### config.mk
export PLATFORM = sky130hd
export DESIGN_NAME = group_select_unit
export DESIGN_NICKNAME = d
export VERILOG_FILES = /design/src/include/group_select_pkg.sv /design/src/rtl/change_pulse_timer.sv /design/src/rtl/group_select_unit.sv
export SDC_FILE = /design/constraint.sdc
export NUM_CORES = 1
export LEC_CHECK = 0
export BUFFER_PORTS_ARGS = -buffer_cell sky130_fd_sc_hd__buf_2
export CORE_MARGIN = 2
export CORE_UTILIZATION = 54
export CTS_CLUSTER_SIZE = 24
export DETAILED_ROUTE_END_ITERATION = 8
export PLACE_DENSITY = 0.92
export SETUP_SLACK_MARGIN = 0.4
export SYNTH_ARGS = -nofsm -noshare
export SYNTH_HDL_FRONTEND = slang
export SYNTH_SLANG_ARGS = --single-unit
### constraint.sdc
create_clock -name clk -period 5.6 [get_ports clk]
set_clock_uncertainty 0.1 [all_clocks]
set_input_delay 1.12 -clock clk [delete_from_list [all_inputs] [get_ports clk]]
set_output_delay 1.12 -clock clk [all_outputs]
set_load 0.05 [all_outputs]
### src/include/group_select_pkg.sv
package group_select_pkg;

  // ****************************************************************
  // group numbering
  // ****************************************************************
  localparam int unsigned NUM_GROUPS = 6;
  localparam logic [2:0]  GROUP_MIN  = 3'h1;
  localparam logic [2:0]  GROUP_MAX  = 3'h6;

  // ****************************************************************
  // register offsets (byte addresses)
  // ****************************************************************
  localparam logic [11:0] ADDR_CTRL   = 12'h000;
  localparam logic [11:0] ADDR_PULSE  = 12'h004;
  localparam logic [11:0] ADDR_STATUS = 12'h008;

  // ****************************************************************
  // field positions
  // ****************************************************************
  localparam int unsigned CTRL_SEL_LSB    = 0;
  localparam int unsigned CTRL_MAX_LSB    = 8;
  localparam int unsigned PULSE_LEN_LSB   = 0;
  localparam int unsigned STAT_GROUP_LSB  = 0;
  localparam int unsigned STAT_BUSY_BIT   = 8;
  localparam int unsigned STAT_INPUTS_LSB = 16;

  // ****************************************************************
  // reset values
  // ****************************************************************
  localparam logic [2:0] RST_SELECTED  = 3'h1;
  localparam logic [2:0] RST_MAX_COUNT = 3'h1;
  localparam logic [6:0] RST_PULSE_LEN = 7'h0a;
  localparam logic [5:0] RST_ACTIVE_OH = 6'h01;

  // ****************************************************************
  // timing
  // ****************************************************************
  localparam int unsigned CLK_PERIOD_NS  = 20;
  localparam int unsigned PULSE_STEP_MS  = 100;
  localparam logic [6:0]  PULSE_LEN_MAX  = 7'h64;
  localparam int unsigned STEP_CYCLES    =
    (PULSE_STEP_MS * 1000000 + CLK_PERIOD_NS - 1) / CLK_PERIOD_NS;

endpackage : group_select_pkg

### src/rtl/change_pulse_timer.sv
`timescale 1ns/100ps
module change_pulse_timer #(
  parameter int unsigned STEP_CYCLES = group_select_pkg::STEP_CYCLES
) (
  input  wire logic       clk,
  input  wire logic       rst_n,
  input  wire logic       start,
  input  wire logic [6:0] lenSteps,
  output logic            pulseOut
);

  localparam int unsigned CW = $clog2(STEP_CYCLES + 1);
  localparam logic [CW-1:0] LAST_STEP = CW'(STEP_CYCLES - 1);

  generate
    if (STEP_CYCLES < 1)
    begin : g_bad_step
      $error("STEP_CYCLES must be at least one");
    end
  endgenerate

  logic [CW-1:0] stepCnt_q;
  logic [6:0]    stepsLeft_q;
  logic          busy_q;

  // ****************************************************************
  // step divider: one-cycle enable every 0.1 s while busy
  // ****************************************************************
  wire tick     = busy_q && (stepCnt_q == LAST_STEP);
  wire finished = busy_q && ((stepsLeft_q == 7'h00) ||
                  (tick && (stepsLeft_q == 7'h01)));

  always_ff @(posedge clk)
  begin
    if (!rst_n)
    begin
      stepCnt_q   <= '0;
      stepsLeft_q <= 7'h00;
      busy_q      <= 1'b0;
    end
    else if (start)
    begin
      // a new change restarts the full length
      stepCnt_q   <= '0;
      stepsLeft_q <= lenSteps;
      busy_q      <= 1'b1;
    end
    else if (finished)
    begin
      busy_q      <= 1'b0;
    end
    else if (busy_q)
    begin
      stepCnt_q   <= tick ? '0 : stepCnt_q + CW'(1);
      stepsLeft_q <= tick ? stepsLeft_q - 7'h01 : stepsLeft_q;
    end
  end

  assign pulseOut = busy_q;

endmodule : change_pulse_timer

### src/rtl/group_select_unit.sv
`timescale 1ns/100ps
module group_select_unit #(
  parameter int unsigned STEP_CYCLES = group_select_pkg::STEP_CYCLES,
  parameter int unsigned ADDR_W      = 12
) (
  input  wire logic              clk,
  input  wire logic              rst_n,
  input  wire logic              select_group_one_in,
  input  wire logic              select_group_two_in,
  input  wire logic              select_group_three_in,
  input  wire logic              select_group_four_in,
  input  wire logic              select_group_five_in,
  input  wire logic              select_group_six_in,
  output logic                   group_one_active_out,
  output logic                   group_two_active_out,
  output logic                   group_three_active_out,
  output logic                   group_four_active_out,
  output logic                   group_five_active_out,
  output logic                   group_six_active_out,
  output logic                   group_changed_pulse,
  input  wire logic              psel,
  input  wire logic              penable,
  input  wire logic              pwrite,
  input  wire logic [ADDR_W-1:0] paddr,
  input  wire logic [31:0]       pwdata,
  input  wire logic [3:0]        pstrb,
  output logic                   pready,
  output logic [31:0]            prdata,
  output logic                   pslverr
);

  generate
    if (ADDR_W < 12)
    begin : g_bad_addr
      $error("ADDR_W must be at least 12");
    end
  endgenerate

  // ****************************************************************
  // helper functions
  // ****************************************************************
  function automatic logic [5:0] lowest_one_hot(input logic [5:0] req);
    logic [5:0] res;
    res = 6'h00;
    for (int i = 5; i >= 0; i--)
    begin
      if (req[i])
      begin
        res = 6'h00;
        res[i] = 1'b1;
      end
    end
    return res;
  endfunction : lowest_one_hot

  function automatic logic [5:0] group_to_one_hot(input logic [2:0] grp);
    logic [5:0] res;
    res = 6'h00;
    for (int i = 0; i < 6; i++)
    begin
      if (grp == 3'(i + 1))
      begin
        res[i] = 1'b1;
      end
    end
    return res;
  endfunction : group_to_one_hot

  function automatic logic [2:0] one_hot_to_group(input logic [5:0] oh);
    logic [2:0] res;
    res = 3'h0;
    for (int i = 0; i < 6; i++)
    begin
      if (oh[i])
      begin
        res = 3'(i + 1);
      end
    end
    return res;
  endfunction : one_hot_to_group

  function automatic logic group_in_range(input logic [2:0] grp);
    return (grp >= group_select_pkg::GROUP_MIN) &&
           (grp <= group_select_pkg::GROUP_MAX);
  endfunction : group_in_range

  // ****************************************************************
  // state
  // ****************************************************************
  logic [5:0] activeOh_q;
  logic [5:0] activeOh_d;
  logic [2:0] selected_group_setting_q;
  logic [2:0] selected_group_setting_d;
  logic [2:0] max_group_count_q;
  logic [2:0] max_group_count_d;
  logic [6:0] pulseLen_q;
  logic [6:0] pulseLen_d;
  logic       settingApply;
  logic       pulseBusy;

  // bus response: setup, one wait cycle, then the answer cycle
  typedef enum logic [0:0] {
    BUS_IDLE   = 1'b0,
    BUS_ANSWER = 1'b1
  } busState_t;

  busState_t   busState_q;
  busState_t   busState_d;
  logic [31:0] rdData_q;
  logic [31:0] rdData_d;
  logic        slvErr_q;
  logic        slvErr_d;

  // ****************************************************************
  // select inputs
  // ****************************************************************
  // undriven selects are tied low at the instance by the integrator
  wire [5:0] selectIn = {select_group_six_in,
                         select_group_five_in,
                         select_group_four_in,
                         select_group_three_in,
                         select_group_two_in,
                         select_group_one_in};

  logic [5:0] allowedMask;
  genvar g;
  generate
    for (g = 0; g < 6; g++)
    begin : g_allowed
      assign allowedMask[g] = (3'(g + 1) <= max_group_count_q);
    end
  endgenerate

  wire [5:0] validReq  = selectIn & allowedMask;
  wire       anyReq    = |validReq;
  wire [5:0] winnerOh  = lowest_one_hot(validReq);
  wire       outOfRange = |(activeOh_q & ~allowedMask);

  // ****************************************************************
  // apb decode
  // ****************************************************************
  wire [11:0] addrLow   = paddr[11:0];
  wire        upperZero = (ADDR_W == 12) ? 1'b1 :
                          ~|(paddr >> 12);
  wire        hitCtrl   = upperZero &&
                          (addrLow == group_select_pkg::ADDR_CTRL);
  wire        hitPulse  = upperZero &&
                          (addrLow == group_select_pkg::ADDR_PULSE);
  wire        hitStatus = upperZero &&
                          (addrLow == group_select_pkg::ADDR_STATUS);
  wire        access    = psel && penable;
  wire        answer    = (busState_q == BUS_ANSWER);
  wire        capture   = access && !answer;
  wire        wrAccess  = access && answer && pwrite;
  wire        wrCtrl    = wrAccess && hitCtrl;
  wire        wrPulse   = wrAccess && hitPulse && pstrb[0];
  wire        badAccess = access && !(hitCtrl || hitPulse ||
                          (hitStatus && !pwrite));

  wire [2:0] wrSelField = pwdata[group_select_pkg::CTRL_SEL_LSB +: 3];
  wire [2:0] wrMaxField = pwdata[group_select_pkg::CTRL_MAX_LSB +: 3];
  wire [6:0] wrLenField = pwdata[group_select_pkg::PULSE_LEN_LSB +: 7];

  // ****************************************************************
  // configuration writes
  // ****************************************************************
  // out-of-range group numbers and counts leave the field unchanged
  assign max_group_count_d =
    (wrCtrl && pstrb[1] && group_in_range(wrMaxField)) ?
    wrMaxField : max_group_count_q;

  assign selected_group_setting_d =
    (wrCtrl && pstrb[0] && group_in_range(wrSelField)) ?
    wrSelField : selected_group_setting_q;

  // a written selection only switches when allowed by the new maximum
  assign settingApply = wrCtrl && pstrb[0] &&
                        group_in_range(wrSelField) &&
                        (wrSelField <= max_group_count_d);

  assign pulseLen_d = !wrPulse ? pulseLen_q :
    (wrLenField > group_select_pkg::PULSE_LEN_MAX) ?
    group_select_pkg::PULSE_LEN_MAX : wrLenField;

  // ****************************************************************
  // active group resolution
  // ****************************************************************
  // a held select input within the maximum beats software; a lowered maximum falls back
  // to group one so exactly one group stays active
  assign activeOh_d = anyReq       ? winnerOh :
                      settingApply ? group_to_one_hot(wrSelField) :
                      outOfRange   ? group_select_pkg::RST_ACTIVE_OH :
                      activeOh_q;

  wire groupChanged = (activeOh_d != activeOh_q);

  always_ff @(posedge clk)
  begin
    if (!rst_n)
    begin
      activeOh_q               <= group_select_pkg::RST_ACTIVE_OH;
      selected_group_setting_q <= group_select_pkg::RST_SELECTED;
      max_group_count_q        <= group_select_pkg::RST_MAX_COUNT;
      pulseLen_q               <= group_select_pkg::RST_PULSE_LEN;
    end
    else
    begin
      activeOh_q               <= activeOh_d;
      selected_group_setting_q <= selected_group_setting_d;
      max_group_count_q        <= max_group_count_d;
      pulseLen_q               <= pulseLen_d;
    end
  end

  // ****************************************************************
  // changed pulse
  // ****************************************************************
  change_pulse_timer #(
    .STEP_CYCLES (STEP_CYCLES)
  ) u_pulse (
    .clk      (clk),
    .rst_n    (rst_n),
    .start    (groupChanged),
    .lenSteps (pulseLen_q),
    .pulseOut (pulseBusy)
  );

  // ****************************************************************
  // outputs
  // ****************************************************************
  assign group_one_active_out   = activeOh_q[0];
  assign group_two_active_out   = activeOh_q[1];
  assign group_three_active_out = activeOh_q[2];
  assign group_four_active_out  = activeOh_q[3];
  assign group_five_active_out  = activeOh_q[4];
  assign group_six_active_out   = activeOh_q[5];
  assign group_changed_pulse    = pulseBusy;

  // ****************************************************************
  // apb read path
  // ****************************************************************
  logic [31:0] ctrlWord;
  logic [31:0] pulseWord;
  logic [31:0] statusWord;

  always_comb
  begin
    ctrlWord   = 32'h0000_0000;
    pulseWord  = 32'h0000_0000;
    statusWord = 32'h0000_0000;
    ctrlWord[group_select_pkg::CTRL_SEL_LSB +: 3] =
      selected_group_setting_q;
    ctrlWord[group_select_pkg::CTRL_MAX_LSB +: 3] = max_group_count_q;
    pulseWord[group_select_pkg::PULSE_LEN_LSB +: 7] = pulseLen_q;
    statusWord[group_select_pkg::STAT_GROUP_LSB +: 3] =
      one_hot_to_group(activeOh_q);
    statusWord[group_select_pkg::STAT_BUSY_BIT] = pulseBusy;
    statusWord[group_select_pkg::STAT_INPUTS_LSB +: 6] = selectIn;
  end

  wire [31:0] readMux = hitCtrl   ? ctrlWord :
                        hitPulse  ? pulseWord :
                        hitStatus ? statusWord :
                        32'h0000_0000;

  // ****************************************************************
  // apb response
  // ****************************************************************
  // read data and error are captured in the first access cycle and
  // shown in the second, so the read path stays registered
  always_comb
  begin
    busState_d = busState_q;
    case (busState_q)
      BUS_IDLE:
      begin
        if (capture)
        begin
          busState_d = BUS_ANSWER;
        end
      end
      BUS_ANSWER:
      begin
        busState_d = BUS_IDLE;
      end
      default:
      begin
        busState_d = BUS_IDLE;
      end
    endcase
  end

  assign rdData_d = (capture && !pwrite) ? readMux : 32'h0000_0000;
  assign slvErr_d = capture && badAccess;

  always_ff @(posedge clk)
  begin
    if (!rst_n)
    begin
      busState_q <= BUS_IDLE;
      rdData_q   <= 32'h0000_0000;
      slvErr_q   <= 1'b0;
    end
    else
    begin
      busState_q <= busState_d;
      rdData_q   <= rdData_d;
      slvErr_q   <= slvErr_d;
    end
  end

  assign pready  = answer;
  assign pslverr = slvErr_q;
  assign prdata  = rdData_q;

endmodule : group_select_unit

# Yosys cells after proc, flatten, opt, wreduce, memory -nomap -nowiden
# Cells that the tools add are included.
# Widths: inputs -> output; s select.
classes:
  n_addsub: 2
  order_cmp: 12
  n_eq_ne: 12
  n_mux: 35
  bitwise: 8
  reduce_logical: 41
op_table:
  columns: ["op", "n"]
  rows:
  - ["$mux 6", 9]
  - ["$mux 7", 5]
  - ["$add 23x1->23 const B", 1]
  - ["$eq 23x23->1 const B", 1]
  - ["$mux 23", 1]
  - ["$logic_and 1x1->1", 21]
  - ["$mux 3", 6]
  - ["$mux 9", 2]
  - ["$and 6x6->6", 2]
  - ["$eq 12x3->1 const B", 1]
  - ["$eq 12x4->1 const B", 1]
  - ["$logic_not 12->1", 1]
  - ["$reduce_or 6->1", 2]
  - ["$mux 11", 1]
  - ["$mux 1", 10]
  - ["$eq 3x3->1 const B", 3]
  - ["$le 3x3->1 const A", 3]
  - ["$eq 7x1->1 const B", 1]
  - ["$gt 7x7->1 const B", 1]
  - ["$logic_not 7->1", 1]
  - ["$sub 7x1->7 const B", 1]
  - ["$eq 3x2->1 const B", 2]
  - ["$ge 3x1->1 const B", 2]
  - ["$le 2x3->1 const A", 2]
  - ["other kinds (18)", 30]
word_totals:
  register_bits: 69
  output_inout_bits: 41
  wordCells: 123

# Depth between registers and ports, before layout
# Gate-level depths: netlist (run 1).
logic_depth:
  word_depth: 14
  mapped_depth: 14

# Hierarchy
# From an unflattened synthesis (run 1), not the netlist that was laid out.
hier_totals:
  hier_cells: 482
  hier_area_um2: 4023.9
modules_own_cells:
  columns: ["mod", "n_inst", "cells_per_inst", "area_per_inst_um2", "seq_area_each_um2"]
  rows:
  - ["group_select_unit", 1, 264, 2240.9, 740.7]
  - ["change_pulse_timer", 1, 218, 1783.0, 620.6]

# Worst setup path after synthesis (run 1)
# OpenSTA, ideal clock, no wires.
synth_timing:
  path_kind: "input to register"
  from: "input paddr[7]"
  to: "register u_pulse.busy_q (netlist: u_pulse.pulseOut)"
  arrival_time_ns: 4.235
  t_required_ns: 5.385
  slack_ns: 1.151
  stages: 12
  cell_sequence: "nor4_4 > nand4_4 > nor3_1 > mux2_2 > ha_1 > a31oi_1 > a211o_2 > mux2i_1 > a221oi_1 > nand4_2 > buf_6 > o21a_1"
synth_via:
  elab_chain_len: 11
  elab_cells_between_ends: 14
  cone_classes: "order compare (1); eq/ne (1); mux (4); reduce/logical (8)"
synth_rtl:
  columns: ["element", "line", "text"]
  rows:
  - ["start: declaration", "group_select_unit.sv:24", "input wire logic [ADDR_W-1:0] paddr,"]
  - ["$logic_not 12->1 *", "group_select_unit.sv:146", "(addrLow == group_select_pkg::ADDR_CTRL);"]
  - ["$logic_and 1x1->1 *", "group_select_unit.sv:155", "wire wrCtrl = wrAccess && hitCtrl;"]
  - ["$logic_and 1x1->1 * (2 in a row)", "group_select_unit.sv:169", "(wrCtrl && pstrb[1] && group_in_range(wrMaxField)) ?"]
  - ["$mux 3 *", "group_select_unit.sv:169", null]
  - ["net max_group_count_d[0]", "group_select_unit.sv:95", "logic [2:0] max_group_count_d;"]
  - ["$le 3x3->1 *", "group_select_unit.sv:179", "(wrSelField <= max_group_count_d);"]
  - ["$logic_and 1x1->1 *", "group_select_unit.sv:178", "group_in_range(wrSelField) &&"]
  - ["$mux 6 *", "group_select_unit.sv:191", "settingApply ? group_to_one_hot(wrSelField) :"]
  - ["$mux 6 *", "group_select_unit.sv:190", "assign activeOh_d = anyReq ? winnerOh :"]
  - ["$ne 6x6->1 *", "group_select_unit.sv:195", "wire groupChanged = (activeOh_d != activeOh_q);"]
  - ["$mux 1 or $reduce_bool 2->1 (tied branches)", null, null]
  - ["end signal: assignment", "change_pulse_timer.sv:39", "busy_q <= 1'b0;"]
  - ["end signal: assignment", "change_pulse_timer.sv:46", "busy_q <= 1'b1;"]
  - ["end signal: assignment", "change_pulse_timer.sv:50", "busy_q <= 1'b0;"]
  - ["end: declaration", "change_pulse_timer.sv:24", "logic busy_q;"]
# Mark *: on every way through the listed nets, which the timed path passes. The rest lies on a longest branch.
# A chain may end at the register's enable or synchronous reset.

# Final worst setup path (run 1)
layout_timing:
  from: "input paddr[7]"
  to: "register u_pulse.stepCnt_q[14]"
layout_via:
  elab_chain_len: 11
  elab_cells_between_ends: 13
  cone_classes: "order compare (1); eq/ne (1); mux (3); reduce/logical (8)"
layout_rtl:
  columns: ["element", "line", "text"]
  rows:
  - ["$logic_not 12->1 *", "group_select_unit.sv:146", null]
  - ["$logic_and 1x1->1 *", "group_select_unit.sv:155", null]
  - ["$logic_and 1x1->1 (2 in a row)", "group_select_unit.sv:169", null]
  - ["$mux 3", "group_select_unit.sv:169", null]
  - ["$le 3x3->1", "group_select_unit.sv:179", null]
  - ["$logic_and 1x1->1 *", "group_select_unit.sv:178", null]
  - ["$mux 6 *", "group_select_unit.sv:191", null]
  - ["$mux 6 *", "group_select_unit.sv:190", null]
  - ["$ne 6x6->1 *", "group_select_unit.sv:195", null]
  - ["$reduce_or 2->1 (no source line) *", null, null]
  - ["end signal: assignment", "change_pulse_timer.sv:54", "stepCnt_q <= tick ? '0 : stepCnt_q + CW'(1);"]
  - ["end: declaration", "change_pulse_timer.sv:22", "logic [CW-1:0] stepCnt_q;"]
# Mark *: on every way between the ends. The rest lies on a longest branch, timed or not.

==> results of run 1 <==
-- state kept, by name (all words and copies together), names as in the netlist --
| signal | flops |
|---|---|
| pready | 1 |
| u_pulse.stepsLeft_q | 7 |
| pulseLen_q | 7 |
| selected_group_setting_q | 3 |
| activeOh_q | 6 |
| prdata | 16 |
| max_group_count_q | 3 |
| u_pulse.pulseOut | 1 |
| pslverr | 1 |
| u_pulse.stepCnt_q | 23 |
-- cell type report --
| type | instances | area (um^2) |
|---|---|---|
| fill | 645 | 2753 |
| multi-input combinational | 345 | 2318 |
| sequential | 68 | 1361 |
| timing repair buffer | 60 | 315.3 |
| clock buffer | 10 | 137.6 |
| tap | 99 | 123.9 |
| inverter | 20 | 75.07 |
| clock inverter | 5 | 52.55 |
-- power groups by stage --
stage / Sequential [mW] / Combinational, mW / Clock, mW
detailed placement: 0.505 / 0.141 / 0
global route: 0.494 / 0.155 / 0.423
floorplan: 0.511 / 0.110 / 0
finish: 0.494 / 0.143 / 0.397
CTS: 0.494 / 0.142 / 0.401
global placement: 0.505 / 0.138 / 0
-- cell usage after synthesis, types with 4 or more instances --
master / count / area [um^2]
dfxtp_1: 68 / 1361
nand2_1: 38 / 142.6
nor2_1: 35 / 131.4
nor3_1: 27 / 135.1
xnor2_1: 27 / 236.5
nor3_2: 22 / 220.2
inv_1: 20 / 75.07
nand3_1: 18 / 90.09
buf_4: 17 / 127.6
mux2i_1: 16 / 160.2
a21oi_1: 14 / 70.07
and2_1: 13 / 81.33
nand2b_1: 11 / 68.82
o21ai_0: 10 / 50.05
clkbuf_1: 8 / 30.03
nor4_1: 7 / 43.79
o21a_1: 7 / 52.55
ha_1: 6 / 75.07
a211oi_1: 5 / 37.54
and3_1: 5 / 31.28
buf_2: 5 / 25.02
buf_6: 5 / 56.30
a31oi_1: 4 / 25.02
-- metal layers --
layer  track usage (%)  up-vias
met5                 0        -
met4             9.634        0
met3             4.709       22
met2             45.72      106
met1             26.88     1638
li1                  -     1674
-- worst max-delay path by stage --
stage               slack [ns]                    end  startpoint
floorplan                 1.15       u_pulse.pulseOut    paddr[7]
global placement          0.72       u_pulse.pulseOut    paddr[7]
detailed placement        0.66  u_pulse.stepCnt_q[14]    paddr[7]
CTS                       1.02  u_pulse.stepCnt_q[14]    paddr[7]
global route              0.74  u_pulse.stepCnt_q[16]    paddr[1]
finish                    1.00  u_pulse.stepCnt_q[14]    paddr[7]
-- worst register-to-register path, stage by stage, from the launching register on --
cell and delay (ns):
dfxtp_1 0.35, and4_1 0.32, o31ai_1 0.11, nor3_1 0.43
mux2i_1 0.30, ha_1 0.28, a211o_1 0.31, a211oi_4 0.45
a311oi_1 0.20, o31ai_2 0.31, nand4_2 0.18, buf_12 0.24
nor3_1 0.22
-- kinds of logic after synthesis --
group / share of synthesized area [%]
compound gates: 14.05
other cells: 0.09524
buf+inv: 7.976
flops: 34.57
simple gates: 30.38
xor+xnor: 6.673
fa+ha+maj: 1.907
mux: 4.353
-- through the flow --
step / hold WS [ns] / instances / power [mW] / instance area, um^2 / util [%]
floorplan: 0.3405 / 468 / 0.6214 / 3994 / -
global placement: 0.3620 / 592 / 0.6427 / 4194 / 58.77
detailed placement: 0.3645 / 592 / 0.6465 / 4194 / 58.77
CTS: 0.3770 / 607 / 1.037 / 4384 / 61.43
global route: 0.4060 / 607 / 1.072 / 4384 / 61.43
finish: 0.3787 / 607 / 1.034 / 4384 / 61.43
==> results.tsv, run 1 <==
metric	value	unit
ir_drop	0.0001421	V
numPortBuffers	59	
dp_hpwl	6665	um
num_vias	3440	
crit_top_cell	nor3_1	
grt_pass1_wl	15010	um
power.leakage	1.675	nW
synth-edff-count	0	
wl_per_cell	15.34	um
path_max_fanout	31	
die_y	89.39	um
crit_path_max_incr_delay	0.47	ns
dpl_worst_slack	0.6635	ns
wl_met2	4910	um
crit_family	simple AND/OR/NAND/NOR gates	
p_comb_share	13.9	%
critPathCaptureType	register	
post-route-period-util	82.10	%
clkLatencyLatePin	0.35	ns
worstMarginPinSlew	1.237	ns
globalplace.congestion	0.9930	
grt_max_degree	32	
ys_warn_count	0	
first_pass_iters	5	
worstSetupPathType	in2reg	
post_drt_via_cell_ratio	5.667	
seq_area_frac_synth	34.57	%
holdPathEnd	pulseLen_q[4]	
crit_arrival	4.74	ns
die-area	7991	um^2
met1_length	3715	um
antenna_found_initial	0	
rows	31	
slew_viol_final	0	
core_area	7137	um^2
diodes	0	
required	5.74	ns
intPower	0.7418	mW
synth-main-ff-cell	dfxtp_1	
max_slew_margin	17.55	%
nets	569	
slowest_stage	nor3_1	
ant_nets	0	
cap_violations	0	
die_w	89.39	um
most-common-layout-cells	dfxtp_1, buf_2, nand2_1, nor2_1	
cts_buffers	9	
min-delay-start	pulseLen_q[4]	
synth_cells	453	
clock_path_buffers	2	
cp_num_cells	13	
fin_crit	4.598	ns
drc	0	
syn_area_per_cell	8.692	um^2
async_flop_share	0	%
min_path_cells	2	
switchingPower	0.2919	mW
rr_endpoint	u_pulse.stepCnt_q[14]	
r2r_setup_slack	1.71	ns
track_usage	24.41	%
hold_viol	0	
ys_types	65	
wl	9312	um
timing.fmax	0.2175	GHz
layout_setup_ws	1.002	ns
cts_root_buf	clkbuf_8	
cts_resized	0	
setup_viol	0	
final_common_cell	dfxtp_1	
path_clk_slew	0.07	ns
cts_tree	yes	
overflow	0	
r2r_start	pready	
tns	0	ns
drt_iter0_markers	208	
wl_met3	452	um
cts.sinks	68	
io_pins	100	
top_layer	met4	
power_frac_clock	38.4	%
drive_gt1_share	21.85	%
hold_path_class	reg2reg	
grt_pass1_vias	3312	
postCtsSetupBuffers	0	
rsz0062_at_grt	no	
layout-area-overhead-vs-synth	11.34	%
cts-htree-levels	3	
swShare	28.24	%
p_seq_share	47.8	%
crit_chain	buf_2 -> nor4_4 -> nand4_4 -> nor3_1 -> mux2i_1 -> ha_1 -> a211o_1 -> a211oi_4 -> a311oi_1 -> o31ai_2 -> nand4_2 -> buf_12 -> nor3_1	
status	completed	
ys_seq_elements	68	
cts_hold_buf	0	
reg2reg_depth	12	
p_per_area	235.8	nW/um^2
start_util	55.17	%
syn-cell-area	3938	um^2
path_buf_inv	2	
cp-start-kind	primary input	
Note: power is estimated with default switching activity, not from simulation.
==> inputs of run 2 (changes only) <==
--- a/config.mk
+++ b/config.mk
@@ -7,10 +7,10 @@
 export LEC_CHECK = 0
 export BUFFER_PORTS_ARGS = -buffer_cell sky130_fd_sc_hd__buf_2
 export CORE_MARGIN = 2
-export CORE_UTILIZATION = 54
+export CORE_UTILIZATION = 48
 export CTS_CLUSTER_SIZE = 24
 export DETAILED_ROUTE_END_ITERATION = 8
-export PLACE_DENSITY = 0.92
+export PLACE_DENSITY = 0.87
 export SETUP_SLACK_MARGIN = 0.4
 export SYNTH_ARGS = -nofsm -noshare
 export SYNTH_HDL_FRONTEND = slang
==> constraint.sdc (replaced) <==
create_clock -name clk -period 4.22 [get_ports clk]
set_clock_uncertainty 0.1 [all_clocks]
set_input_delay 0.844 -clock clk [delete_from_list [all_inputs] [get_ports clk]]
set_output_delay 0.844 -clock clk [all_outputs]
set_load 0.05 [all_outputs]
==> run 2 against run 1 <==
Against the previous run:
- global-route usage is 2.1 points lower
- sequential power is 33% higher
- first-iteration DRC count is 3.4% higher
- cell area is 6.2% higher
- via count is 3.8% higher
- utilization is 3.9 points lower
- final cell count is 3.8% higher
- total power is 43% higher
- sequential share of layout area is 1.8 points lower
- largest cell class unchanged
- highest routed layer unchanged
==> results.tsv, run 2 (same netlist as run 1, synthesis figures left out) <==
metric	value	unit
grt_max_degree	32	
required	4.39	ns
timing.fmax	0.2559	GHz
holdPathEnd	u_pulse.stepsLeft_q[4]	
grt_pass1_wl	15610	um
worstMarginPinSlew	0.9573	ns
cts_root_buf	clkbuf_8	
final_common_cell	dfxtp_1	
hold_viol	0	
die_y	94.57	um
clkLatencyLatePin	0.35	ns
critPathCaptureType	register	
drive_gt1_share	25.52	%
crit_arrival	4.07	ns
setup_viol	0	
path_buf_inv	3	
whs	0.3830	ns
crit_chain	buf_2 -> nor4_4 -> nand4_4 -> nor3_4 -> mux2i_2 -> ha_1 -> a211o_1 -> a211oi_4 -> buf_6 -> a311oi_2 -> o31ai_2 -> nand4_4 -> clkbuf_16 -> nor3_2	
p_comb_share	14.7	%
p_per_area	317.6	nW/um^2
numPortBuffers	59	
tns	0	ns
ir_drop	0.0001915	V
top_register	u_pulse.stepCnt_q	
rows	33	
clock_path_buffers	2	
rr_endpoint	u_pulse.stepCnt_q[6]	
crit_path_max_incr_delay	0.35	ns
crit_family	simple AND/OR/NAND/NOR gates	
cts_buffers	9	
power_frac_clock	41.0	%
cts.sinks	68	
die_w	94.57	um
post-route-period-util	92.61	%
swShare	27.86	%
min_path_cells	2	
layout-area-overhead-vs-synth	18.24	%
cap_violations	0	
post_drt_via_cell_ratio	5.667	
min-delay-start	pulseLen_q[4]	
p_seq_share	44.3	%
nFillCells	701	
max_slew_margin	35.75	%
io_pins	100	
fin_crit	3.908	ns
drt_iter0_markers	215	
path_clk_slew	0.08	ns
intPower	1.067	mW
placed_cells	604	
dp_hpwl	6833	um
slew_viol_final	0	
path_max_fanout	15	
status	completed	
grt_pass1_vias	3371	
start_util	48.65	%
num_vias	3570	
track_usage	22.33	%
worstSetupPathType	in2reg	
crit_top_cell	nand4_4	
nets	585	
wl_per_cell	16.05	um
die-area	8943	um^2
r2r_setup_slack	0.61	ns
cts_tree	yes	
hold_path_class	reg2reg	
slowest_stage	o31ai_2	
antenna_found_initial	0	
cts_hold_buf	0	
wl	10110	um
core_area	8093	um^2
most-common-layout-cells	dfxtp_1, buf_2, nand2_1, nor2_1, xnor2_1	
reg2reg_depth	13	
stdcell_count	630	
drc	0	
overflow	0	
largest_reg_flops	23	
switchingPower	0.4119	mW
ant_nets	0	
cp-start-kind	primary input	
diodes	0	
cts-htree-levels	3	
r2r_start	pready	
globalplace.congestion	0.9796	
first_pass_iters	5	
power.leakage	1.797	nW
rsz0062_at_grt	yes	
run 2: timing repair:
| item | in CTS | in global routing |
|---|---|---|
| gates cloned | 0 | 2 |
| resized for setup | 1 | 9 |
| buffers inserted | 3 | 5 |
| pin swaps | 1 | 2 |
| endpoints found under the setup margin | 31 | 31 |
| endpoints found under the hold margin | 0 | 0 |
run 2: area by class of cell:
cell class              instances  area (um^2)  area share (%)
multi-input cells             345         2392           51.38
clock buffers                  12        145.1           3.117
inverters                      20        75.07           1.612
flip-flops and latches         68         1361           29.24
repair buffers                 76        478.0           10.27
clock inverters                 4        72.57           1.559
well taps                     105        131.4           2.822
run 2: power by group through the flow:
stage / registers [mW] / logic, mW / clock network, mW
6_report: 0.655 / 0.217 / 0.606
5_1_grt: 0.656 / 0.232 / 0.642
4_1_cts: 0.655 / 0.193 / 0.609
3_5_place_dp: 0.670 / 0.192 / 0
3_3_place_gp: 0.670 / 0.187 / 0
2_1_floorplan: 0.678 / 0.147 / 0
run 2: worst max-delay path by stage:
stage	start	to	slack, ns	depth (start not counted)
final	paddr[1]	u_pulse.stepCnt_q[6]	0.31	14
after global routing	paddr[1]	u_pulse.stepCnt_q[6]	0.17	14
after global placement	paddr[1]	u_pulse.pulseOut	0.05	13
after detailed placement	paddr[1]	u_pulse.pulseOut	-0.05	13
after floorplan	paddr[1]	u_pulse.pulseOut	0.29	12
after CTS	paddr[1]	u_pulse.pulseOut	0.36	13
run 2: worst register-to-register path: cells and delay by family, from the launching register on:
kind	cells	cell delay [ns]
mux	1	0.28
compound gates	5	1.15
simple gates	4	0.94
buf+inv	2	0.42
fa+ha+maj	1	0.29
flops	1	0.35
run 2: layer usage:
metal,track usage [%],wire length (um),up-vias
met5,0,0,-
met4,10.75,330,0
met3,4.230,662,30
li1,-,-,1709
met2,40.06,5310,158
met1,25.41,3809,1673
run 2: metrics by stage:
step	power, mW	area, um^2	utilization (%)	setup WS [ns]
floorplan	0.8251	4011	-	0.2851
global placement	0.8565	4264	52.69	0.04701
detailed placement	0.8614	4264	52.69	-0.05077
CTS	1.457	4508	55.71	0.3621
global route	1.530	4656	57.53	0.1659
finish	1.479	4656	57.53	0.3118
==> inputs of run 3 (changes only) <==
--- a/config.mk
+++ b/config.mk
@@ -8,6 +8,7 @@
 export BUFFER_PORTS_ARGS = -buffer_cell sky130_fd_sc_hd__buf_2
 export CORE_MARGIN = 2
 export CORE_UTILIZATION = 48
+export CTS_BUF_LIST = sky130_fd_sc_hd__clkbuf_16
 export CTS_CLUSTER_SIZE = 24
 export DETAILED_ROUTE_END_ITERATION = 8
 export PLACE_DENSITY = 0.87
==> run 3 against run 2 <==
Against the previous run:
- count of clock-buffer cells in the layout shrank 3
- clock power grew 30%
- sequential power is essentially flat
- cell area grew 1.5%
- via count grew 1.3%
- sequential share of layout area shrank 0.44 points
- critical path depth is the same
- non-clock buffer count shrank 1
- total power grew 13%
- final cell count shrank 0.16%
- die area is the same
- critical path type unchanged
==> results.tsv, run 3 (same netlist as run 1, synthesis figures left out) <==
metric	value	unit
grt_pass1_vias	3415	
io_pins	100	
overflow	0	
setup_viol	0	
nFillCells	686	
p_per_area	351.9	nW/um^2
power.leakage	1.837	nW
die_y	94.57	um
hold_viol	0	
core_area	8093	um^2
wl	10350	um
ant_nets	0	
drt_iter0_markers	167	
drc	0	
cts_buffers	9	
die-area	8943	um^2
rr_endpoint	u_pulse.stepCnt_q[7]	
worstSetupPathType	in2reg	
track_usage	22.67	%
cts_root_buf	clkbuf_16	
min-delay-start	pulseLen_q[5]	
timing.fmax	0.2473	GHz
worstMarginPinSlew	0.9073	ns
diodes	0	
status	completed	
top_register	u_pulse.stepCnt_q	
slew_viol_final	0	
final_common_cell	dfxtp_1	
path_clk_slew	0.05	ns
num_vias	3618	
crit_path_max_incr_delay	0.42	ns
rsz0062_at_grt	yes	
cts.sinks	68	
post-route-period-util	95.83	%
clock_path_buffers	2	
most-common-layout-cells	dfxtp_1, buf_2, nand2_1, nor2_1, xnor2_1	
crit_top_cell	nand4_4	
layout-area-overhead-vs-synth	20.05	%
rows	33	
cp-start-kind	primary input	
largest_reg_flops	23	
grt_pass1_wl	15780	um
crit_arrival	4.20	ns
holdPathEnd	u_pulse.stepsLeft_q[5]	
whs	0.3818	ns
numPortBuffers	59	
min_path_cells	2	
die_w	94.57	um
critPathCaptureType	register	
drive_gt1_share	25.19	%
globalplace.congestion	0.9796	
clkLatencyLatePin	0.34	ns
max_slew_margin	39.11	%
cts_tree	yes	
antenna_found_initial	0	
slowest_stage	mux2_2	
cts-htree-levels	3	
crit_chain	buf_2 -> nor4_4 -> nand4_4 -> nor3_4 -> mux2_2 -> ha_1 -> a31oi_4 -> a211oi_4 -> buf_4 -> a311oi_1 -> o31ai_2 -> nand4_4 -> clkbuf_16 -> nor3_2	
hold_path_class	reg2reg	
required	4.38	ns
nets	584	
r2r_setup_slack	0.55	ns
first_pass_iters	5	
grt_max_degree	32	
dp_hpwl	6833	um
ir_drop	0.0002448	V
wl_per_cell	16.45	um
cap_violations	0	
r2r_start	pready	
reg2reg_depth	13	
final_core_util	58.41	%
cts_hold_buf	0	
start_util	48.65	%
path_max_fanout	15	
fin_crit	4.044	ns
post_drt_via_cell_ratio	5.752	
run 3: cell count changes in the layout (fill, tap and decap cells not counted), moves of 2 or more:
cell,previous run,this run
inv_1,20,22
mux2i_2,1,3
buf_6,2,0
clkbuf_8,10,0
clkbuf_16,2,11
clkbuf_1,2,0
run 3: metrics by stage:
| stage | worst slack (ns) | instance area (um^2) | total power [mW] | instances | setup TNS, ns |
|---|---|---|---|---|---|
| 2_1_floorplan | 0.2851 | 4011 | 0.8251 | 468 | 0 |
| 3_3_place_gp | 0.04701 | 4264 | 0.8565 | 604 | 0 |
| 3_5_place_dp | -0.05077 | 4264 | 0.8614 | 604 | -0.3362 |
| 4_1_cts | 0.2744 | 4598 | 1.646 | 622 | 0 |
| 5_1_grt | 0.08176 | 4727 | 1.711 | 629 | 0 |
| 6_report | 0.1760 | 4727 | 1.664 | 629 | 0 |
run 3: worst max-delay path: cells and delay by family:
family / cells / cell delay, ns
simple gates: 5 / 1.16
compound gates: 4 / 0.84
buf+inv: 3 / 0.57
mux: 1 / 0.42
fa+ha+maj: 1 / 0.38
run 3: repair_timing:
action / in CTS / in global routing
buffers inserted: 2 / 5
gates resized for setup: 2 / 7
endpoints found under the hold margin: 0 / 0
endpoints found under the setup margin: 31 / 31
pin swaps: 0 / 0
cloned: 0 / 2
run 3: power breakdown:
part	switching, mW	leakage, nW	internal [mW]
Combinational	0.148	1.13	0.0714
Sequential	0.00751	0.549	0.649
Clock	0.278	0.155	0.509
run 3: how the worst max path moves through the flow:
stage | startpoint | endpoint | slack, ns | cells past startpoint
floorplan | paddr[1] | u_pulse.pulseOut | 0.29 | 12
global placement | paddr[1] | u_pulse.pulseOut | 0.05 | 13
detailed placement | paddr[1] | u_pulse.pulseOut | -0.05 | 13
CTS | paddr[1] | u_pulse.pulseOut | 0.27 | 13
global route | paddr[1] | u_pulse.stepCnt_q[11] | 0.08 | 14
finish | paddr[1] | u_pulse.stepCnt_q[7] | 0.18 | 14
run 3: layout make-up:
type	instances	area [um^2]	share of cell area (%)
clock buffer	9	225.2	4.764
clock inverter	7	83.83	1.773
inverter	20	75.07	1.588
multi-input combinational	345	2387	50.50
sequential	68	1361	28.80
tap	105	131.4	2.779
timing repair buffer	75	462.9	9.794
run 3: metal layers:
metal | share of wire [%] | vias up | global-route usage (%)
met5 | 0 | - | 0
met4 | 3.9 | 0 | 11.35
met3 | 5.7 | 40 | 4.469
met2 | 52 | 150 | 41.01
met1 | 38 | 1717 | 25.21
li1 | - | 1711 | -
